===== src/hdl/ssc_pkg.sv =====
package ssc_pkg;

    // Register field positions
    localparam int unsigned SSC_BIT_ABORT_WR = 5;
    localparam int unsigned SSC_BIT_FAST_WR  = 4;
    localparam int unsigned SSC_BIT_ABORT_RT = 3;
    localparam int unsigned SSC_BIT_FIQ      = 2;
    localparam int unsigned SSC_BIT_IRQ      = 1;
    localparam int unsigned SSC_BIT_NONSEC   = 0;
    localparam int unsigned SSC_FIELD_W      = 6;

    // Value after reset and writable mask
    localparam logic [31:0] SSC_RESET_VALUE = 32'h0000_0000;
    localparam logic [31:0] SSC_WRITE_MASK  = 32'h0000_003F;
    localparam logic        SSC_ALLOW_RESET = 1'b1;

    // Coprocessor move encoding of the register
    localparam logic [3:0] SSC_CP_NUM = 4'hF;
    localparam logic [2:0] SSC_OPC1   = 3'h0;
    localparam logic [3:0] SSC_CRN    = 4'h1;
    localparam logic [3:0] SSC_CRM    = 4'h1;
    localparam logic [2:0] SSC_OPC2   = 3'h0;

    // Exception entry targets
    typedef enum logic [2:0] {
        SSC_MODE_NONE    = 3'b000,
        SSC_MODE_ABORT   = 3'b001,
        SSC_MODE_FIQ     = 3'b010,
        SSC_MODE_IRQ     = 3'b011,
        SSC_MODE_MONITOR = 3'b100
    } ssc_mode_e;

endpackage


===== src/hdl/ssc_exc_router.sv =====
module ssc_exc_router
    import ssc_pkg::*;
(
    input  wire logic            sys_clk_i,
    input  wire logic            reset_n_i,
    input  wire logic            abort_rt_i,
    input  wire logic            fiq_rt_i,
    input  wire logic            irq_rt_i,
    input  wire logic            ext_abort_i,
    input  wire logic            fiq_req_i,
    input  wire logic            irq_req_i,
    output ssc_mode_e            entry_mode_o,
    output logic                 entry_valid_o,
    output logic                 fault_secure_o
);

    ssc_mode_e mode_reg;
    ssc_mode_e mode_next;
    logic      valid_reg;
    logic      valid_next;
    logic      fsec_reg;
    logic      fsec_next;

    // Abort first, then fast, then normal interrupt
    always_comb begin
        mode_next  = SSC_MODE_NONE;
        valid_next = 1'b0;
        fsec_next  = 1'b0;
        if (ext_abort_i) begin
            valid_next = 1'b1;
            mode_next  = abort_rt_i ? SSC_MODE_MONITOR : SSC_MODE_ABORT;
            fsec_next  = abort_rt_i;
        end else if (fiq_req_i) begin
            valid_next = 1'b1;
            mode_next  = fiq_rt_i ? SSC_MODE_MONITOR : SSC_MODE_FIQ;
        end else if (irq_req_i) begin
            valid_next = 1'b1;
            mode_next  = irq_rt_i ? SSC_MODE_MONITOR : SSC_MODE_IRQ;
        end
    end

    always_ff @(posedge sys_clk_i or negedge reset_n_i) begin
        if (!reset_n_i) begin
            mode_reg  <= SSC_MODE_NONE;
            valid_reg <= 1'b0;
            fsec_reg  <= 1'b0;
        end else begin
            mode_reg  <= mode_next;
            valid_reg <= valid_next;
            fsec_reg  <= fsec_next;
        end
    end

    assign entry_mode_o   = mode_reg;
    assign entry_valid_o  = valid_reg;
    assign fault_secure_o = fsec_reg;

endmodule


===== src/hdl/ssc_secure_config.sv =====
// Summary of operation
// - Abort mask bit five gates nonsecure changes
// - Fast mask bit four gates nonsecure changes
// - Bit three sends external aborts to monitor
// - Monitor-taken aborts log into secure fault copies
// - Bit two sends fast interrupts to monitor
// - Bit one sends normal interrupts to monitor
// - Bit zero outside monitor gives security state
// - Bit zero in monitor picks banked view
// - Fast mask and routing pairs select handling; here bit two alone picks the entry
// - Abort mask and routing pairs select handling; here bit three alone picks the entry
// - Reached by coprocessor 15, 0, c1, c1, 0
// - Non secure-privileged access raises undefined exception
module ssc_secure_config
    import ssc_pkg::*;
(
    input  wire logic            sys_clk_i,
    input  wire logic            reset_n_i,
    input  wire logic            cp_req_i,
    input  wire logic            cp_write_i,
    input  wire logic [3:0]      cp_num_i,
    input  wire logic [2:0]      cp_opc1_i,
    input  wire logic [3:0]      cp_crn_i,
    input  wire logic [3:0]      cp_crm_i,
    input  wire logic [2:0]      cp_opc2_i,
    input  wire logic [31:0]     cp_wdata_i,
    input  wire logic            priv_mode_i,
    input  wire logic            monitor_mode_i,
    input  wire logic            ext_abort_i,
    input  wire logic            fiq_req_i,
    input  wire logic            irq_req_i,
    output logic                 cp_ack_o,
    output logic                 cp_undef_o,
    output logic [31:0]          cp_rdata_o,
    output logic                 nonsecure_state_o,
    output logic                 bank_view_nonsecure_o,
    output logic                 abort_mask_write_allow_o,
    output logic                 fast_irq_mask_write_allow_o,
    output ssc_mode_e            entry_mode_o,
    output logic                 entry_valid_o,
    output logic                 fault_secure_o
);

    ////////////////////////////////////////////////////////////////////
    // Configuration register
    logic [SSC_FIELD_W-1:0] secure_configuration_reg;
    logic [SSC_FIELD_W-1:0] secure_configuration_next;

    ////////////////////////////////////////////////////////////////////
    // Access response registers
    logic                   ack_reg;
    logic                   ack_next;
    logic                   undef_reg;
    logic                   undef_next;
    logic [31:0]            rdata_reg;
    logic [31:0]            rdata_next;

    ////////////////////////////////////////////////////////////////////
    // State and permission view registers
    logic                   nonsec_state_reg;
    logic                   nonsec_state_next;
    logic                   bank_nonsec_reg;
    logic                   bank_nonsec_next;
    logic                   abort_ok_reg;
    logic                   abort_ok_next;
    logic                   fast_ok_reg;
    logic                   fast_ok_next;

    ////////////////////////////////////////////////////////////////////
    // Access decode
    logic                   hit;
    logic                   secure_now;
    logic                   allowed;
    logic                   legal_write;
    logic                   legal_read;

    ////////////////////////////////////////////////////////////////////
    // Helper functions

    // Encoding match for this register
    function automatic logic ssc_decode(
        input logic [3:0] num,
        input logic [2:0] opc1,
        input logic [3:0] crn,
        input logic [3:0] crm,
        input logic [2:0] opc2
    );
        ssc_decode = (num == SSC_CP_NUM) && (opc1 == SSC_OPC1) &&
                     (crn == SSC_CRN) && (crm == SSC_CRM) &&
                     (opc2 == SSC_OPC2);
    endfunction

    // Mask change allowed when secure or write bit set
    function automatic logic ssc_mask_ok(
        input logic nonsec,
        input logic write_bit
    );
        ssc_mask_ok = !nonsec || write_bit;
    endfunction

    // Reserved bits read zero
    function automatic logic [31:0] ssc_read_word(
        input logic [SSC_FIELD_W-1:0] cfg
    );
        ssc_read_word = {{(32-SSC_FIELD_W){1'b0}}, cfg};
    endfunction

    ////////////////////////////////////////////////////////////////////
    // Coprocessor access decode
    always_comb begin
        hit         = cp_req_i &&
                      ssc_decode(cp_num_i, cp_opc1_i, cp_crn_i,
                                 cp_crm_i, cp_opc2_i);
        // Monitor mode is always secure
        secure_now  = monitor_mode_i ||
                      !secure_configuration_reg[SSC_BIT_NONSEC];
        allowed     = priv_mode_i && secure_now;
        legal_write = hit && allowed && cp_write_i;
        legal_read  = hit && allowed && !cp_write_i;
    end

    ////////////////////////////////////////////////////////////////////
    // Configuration register update
    always_comb begin
        secure_configuration_next = secure_configuration_reg;
        if (legal_write) begin
            // Reserved bits write ignored
            secure_configuration_next =
                cp_wdata_i[SSC_FIELD_W-1:0] &
                SSC_WRITE_MASK[SSC_FIELD_W-1:0];
        end
    end

    always_ff @(posedge sys_clk_i or negedge reset_n_i) begin
        if (!reset_n_i) begin
            secure_configuration_reg <= SSC_RESET_VALUE[SSC_FIELD_W-1:0];
        end else begin
            secure_configuration_reg <= secure_configuration_next;
        end
    end

    ////////////////////////////////////////////////////////////////////
    // Access response
    always_comb begin
        ack_next   = hit;
        undef_next = 1'b0;
        rdata_next = rdata_reg;
        if (hit && !allowed) begin
            undef_next = 1'b1;
            rdata_next = 32'h0000_0000;
        end else if (legal_read) begin
            rdata_next = ssc_read_word(secure_configuration_reg);
        end
    end

    always_ff @(posedge sys_clk_i or negedge reset_n_i) begin
        if (!reset_n_i) begin
            ack_reg   <= 1'b0;
            undef_reg <= 1'b0;
            rdata_reg <= 32'h0000_0000;
        end else begin
            ack_reg   <= ack_next;
            undef_reg <= undef_next;
            rdata_reg <= rdata_next;
        end
    end

    ////////////////////////////////////////////////////////////////////
    // State and permission views
    always_comb begin
        nonsec_state_next = !monitor_mode_i &&
                            secure_configuration_next[SSC_BIT_NONSEC];
        bank_nonsec_next  = monitor_mode_i ?
                            secure_configuration_next[SSC_BIT_NONSEC] :
                            nonsec_state_next;
        abort_ok_next     = ssc_mask_ok(nonsec_state_next,
                                secure_configuration_next[SSC_BIT_ABORT_WR]);
        fast_ok_next      = ssc_mask_ok(nonsec_state_next,
                                secure_configuration_next[SSC_BIT_FAST_WR]);
    end

    always_ff @(posedge sys_clk_i or negedge reset_n_i) begin
        if (!reset_n_i) begin
            nonsec_state_reg <= 1'b0;
            bank_nonsec_reg  <= 1'b0;
            abort_ok_reg     <= SSC_ALLOW_RESET;
            fast_ok_reg      <= SSC_ALLOW_RESET;
        end else begin
            nonsec_state_reg <= nonsec_state_next;
            bank_nonsec_reg  <= bank_nonsec_next;
            abort_ok_reg     <= abort_ok_next;
            fast_ok_reg      <= fast_ok_next;
        end
    end

    ////////////////////////////////////////////////////////////////////
    // Outputs
    assign cp_ack_o                    = ack_reg;
    assign cp_undef_o                  = undef_reg;
    assign cp_rdata_o                  = rdata_reg;
    assign nonsecure_state_o           = nonsec_state_reg;
    assign bank_view_nonsecure_o       = bank_nonsec_reg;
    assign abort_mask_write_allow_o    = abort_ok_reg;
    assign fast_irq_mask_write_allow_o = fast_ok_reg;

    ////////////////////////////////////////////////////////////////////
    // Exception routing
    ssc_exc_router u_router (
        .sys_clk_i      (sys_clk_i),
        .reset_n_i      (reset_n_i),
        .abort_rt_i     (secure_configuration_reg[SSC_BIT_ABORT_RT]),
        .fiq_rt_i       (secure_configuration_reg[SSC_BIT_FIQ]),
        .irq_rt_i       (secure_configuration_reg[SSC_BIT_IRQ]),
        .ext_abort_i    (ext_abort_i),
        .fiq_req_i      (fiq_req_i),
        .irq_req_i      (irq_req_i),
        .entry_mode_o   (entry_mode_o),
        .entry_valid_o  (entry_valid_o),
        .fault_secure_o (fault_secure_o)
    );

endmodule


===== config.mk =====
export PLATFORM = sky130hd
export DESIGN_NAME = ssc_secure_config
export DESIGN_NICKNAME = d
export VERILOG_FILES = /design/src/hdl/ssc_pkg.sv /design/src/hdl/ssc_exc_router.sv /design/src/hdl/ssc_secure_config.sv
export SDC_FILE = /design/constraint.sdc
export NUM_CORES = 1
export LEC_CHECK = 0
export BUFFER_PORTS_ARGS = -buffer_cell sky130_fd_sc_hd__buf_2
export CAP_MARGIN = 20
export CORE_ASPECT_RATIO = 1.4
export CORE_MARGIN = 2
export CORE_UTILIZATION = 37
export DETAILED_ROUTE_END_ITERATION = 8
export PLACE_DENSITY_LB_ADDON = 0.12
export SETUP_SLACK_MARGIN = 0.05
export SYNTH_ARGS = -nofsm -noshare
export SYNTH_HDL_FRONTEND = slang
export SYNTH_SLANG_ARGS = --single-unit

===== constraint.sdc =====
create_clock -name sys_clk_i -period 1.8 [get_ports sys_clk_i]
set_clock_uncertainty 0.1 [all_clocks]
set_input_delay 0.09 -clock sys_clk_i [delete_from_list [all_inputs] [get_ports sys_clk_i]]
set_output_delay 0.09 -clock sys_clk_i [all_outputs]
set_load 0.02 [all_outputs]

==> impl_summary.md <==
Run status
The flow ran to the end, and the final reports show no timing, DRC or antenna violations.

Timing
The number of setup violations in the final report is 0. Of the available clock period, the critical path in the final layout requires 90.7%. The highest achievable clock rate is 612 MHz. For the final routed database, the setup TNS stands at 0 ns.

The hold violation total from the final report came to 0. The worst path meets setup with about 0.17 ns of slack. The count of final max-slew check failures is 0. Setup repair after global routing left no endpoint under its margin. The tightest hold margin is 0.0106 ns. Subtracting the final worst setup slack from the clock period gives approximately 1.6 ns.

Layout
Cells fill between 40% and 50% of the core in the end. The sequential cells in the finished layout cover a total of 578 um2. The area of the multi-input gates is between 400 and 500 um2. The final design area excluding fillers is between 1000 and 1500 um2. The signed area change from the synthesized netlist to the final layout is 29.4%.

Counting the fill cells in the layout gives 311. The finished layout holds slightly below 200 standard cells, fillers aside. For this run, the post-layout net count is 218.

In the final layout, the share of cells above drive strength 1 is ~45%. The total inserted antenna cells is 0.

Floorplanning
Measured along the y axis, the die boundary spans 70.0 um. After floorplanning, the core was sized to cover 3030 um2. The floorplan has 24 rows.

Once the floorplan was initialized, standard cells occupied 38.0% of the core. The number of top-level pins is 102. The horizontal die dimension is 51.2 um.

The overall die area is 3580 um2.

Placed design
Input and output buffers added on the ports amount to 49. Summing all placed instances gives a cell area of 1360 um2. The weighted congestion reported at the end of routability-driven placement is between 0.7 and 0.8. The number of placed cells counting well taps is between 150 and 200.

The post-place setup slack is about 0.058 ns. The sum of net half-perimeters after detailed placement is roughly 1800 um.

Global route
The total grt overflow is 0. The initial antenna violation count is 0. For this run, the total global-route usage over all layers was measured as between 10% and 20%. The first-pass GRT wire length is 3520 um. The number of global-route vias before repair was 816. Entering global routing, the biggest net connects 24 pins.

Routing
Once detail routing completed, the nets flagged for antenna violations numbered 0. The average wire per standard cell is 11.1 um. The first-pass iteration count of the detailed router is 2. The number of vias per cell is 4.34.

The total wirelength of the detailed-routed design is 2190 um. For this block, the via count after detailed routing is 855. The count of routing violations after the opening detailed-route iteration is 10. In the routed design, unresolved DRC markers number 0.

Synthesis
The largest area contributor in the netlist is dfrtp_1. For this run, the register share of the synthesized area comes to about half. The predominant post-synthesis flop cell is dfrtp_1.

Synthesis produced 96 cells. In the post-synthesis netlist, the biggest area contributors are dfrtp_1 (46%), buf_4 (17%), mux2_2 (6.8%). The number of flops mapped to enable cells by yosys is 0. The fraction of registers with async set/reset is 100%.

The fraction of synthesized cell area taken by the top area cell type is a little under half. Synthesis inferred 23 register bits. The synthesized cell area is 1150 um2.

By count the netlist is led by buf_4 (26), dfrtp_1 (21), mux2_2 (7). Yosys instantiated no cell more often than buf_4. Yosys printed 0 warnings. The number of unique standard cell types used by synthesis is 29.

In this run the mean area of a mapped cell was 12.0 um2.

Clocking
The tree built by TritonCTS fans out to 23 sinks. After clock tree synthesis, the clock-pin slew on the worst setup and hold paths is 0.08 ns. The clock latency of the later-clocked register in the worst-skew pair is 0.25 ns.

Buffers inserted during clock tree synthesis total 3. The clock tree buffer depth is 2. Once the clock tree was built, the resizer swapped 0 gates to a different size.

The CTS H-tree depth is 1. The root buffer cell chosen for the clock tree is clkbuf_8. TritonCTS built the clock tree.

Critical path
Data on the critical path is required at its endpoint by 1.84 ns. In this run the worst path has a maximum fanout of 3. The critical path in this run is classified as input port to flop. STA classifies the critical path startpoint as an input port. The nature of the critical path endpoint is a flop. At the worst endpoint, the arrival time is 1.68 ns.

Pwr
The static leakage is 0.797 nW. The largest voltage drop on the vdd net is 0.302 mV. The completed layout was analyzed and its total power is 0.969 mW.

Dividing total power by cell area gives a power density of 650 nW/um2.

Hold path
In this run the worst hold path is classified as input port to flop.

Flow run
The tool flagged a number of max-cap violations equal to 0.
-- cell type report --
| type | instances | share of cell area (%) |
|---|---|---|
| Timing Repair Buffer | 60 | 23.5 |
| Sequential cell | 23 | 38.8 |
| Clock inverter | 1 | 0.336 |
| Clock buffer | 3 | 2.77 |
| Tap cell | 39 | 3.27 |
| Multi-Input combinational cell | 71 | 31.4 |
-- cell families (layout without fill, tap and decap cells) --
logic type | Yosys count | count (layout) | share of synthesized area (%)
flops | 23 | 23 | 50.2
other cells | 1 | 26 | 0.325
simple gates | 25 | 25 | 16.7
buf+inv | 27 | 64 | 17.4
mux | 7 | 7 | 6.84
compound gates | 13 | 13 | 8.58
-- worst paths after layout --
kind	from	end	slack, ns	cells after the start
min reg2reg	cp_rdata_o[5]	cp_rdata_o[5]	0.40	1
min	cp_wdata_i[0]	bank_view_nonsecure_o	0.01	2
max in group asynchronous	reset_n_i	fast_irq_mask_write_allow_o	1.03	2
max	irq_req_i	u_router.entry_valid_o	0.17	4
min in group asynchronous	reset_n_i	secure_configuration_reg[5]	0.22	2
max reg2reg	secure_configuration_reg[0]	secure_configuration_reg[5]	0.19	4
-- placed cells by master, fill, tap and decap left out, drive strengths merged --
master / instances
a21oi: 3
a22o: 6
and2: 2
and3: 1
and4bb: 1
buf: 51
clkbuf: 3
clkinv: 1
conb: 26
dfrtp: 21
dfstp: 2
dlygate4sd3: 9
mux2: 7
nand2: 3
nand2b: 3
nand3: 2
nand3b: 1
nor2: 2
nor2b: 1
nor3: 1
nor4: 2
nor4b: 2
o21ai: 1
o21bai: 1
o22a: 1
o32a: 1
or3: 2
or3b: 2
-- where the power goes --
group          total [mW]  internal [mW]  switching, mW
clock               0.307          0.154          0.154
combinational       0.140         0.0501         0.0898
sequential          0.522          0.521       0.000912
total               0.969          0.725          0.244
-- timing repair --
item                                   CTS  global route
endpoints found under the hold margin   30             0
setup buffers                            0             0
hold buffers                             9             0
-- critical path: stages --
cell	delay [ns]
dlygate4sd3_1	0.55
buf_2	0.14
or3_1	0.35
dlygate4sd3_1	0.55
-- routing by layer --
layer  part of all wire (%)  global-route usage (%)  vias up  wire (um)
met5                      0                       0        -          0
met3                    9.1                    2.99        4        198
met2                     53                    23.2       49       1160
met4                    2.1                    6.31        0         47
li1                       -                       -      407          -
met1                     36                    13.2      395        778
No activity file was read; power rests on OpenSTA's default activity.
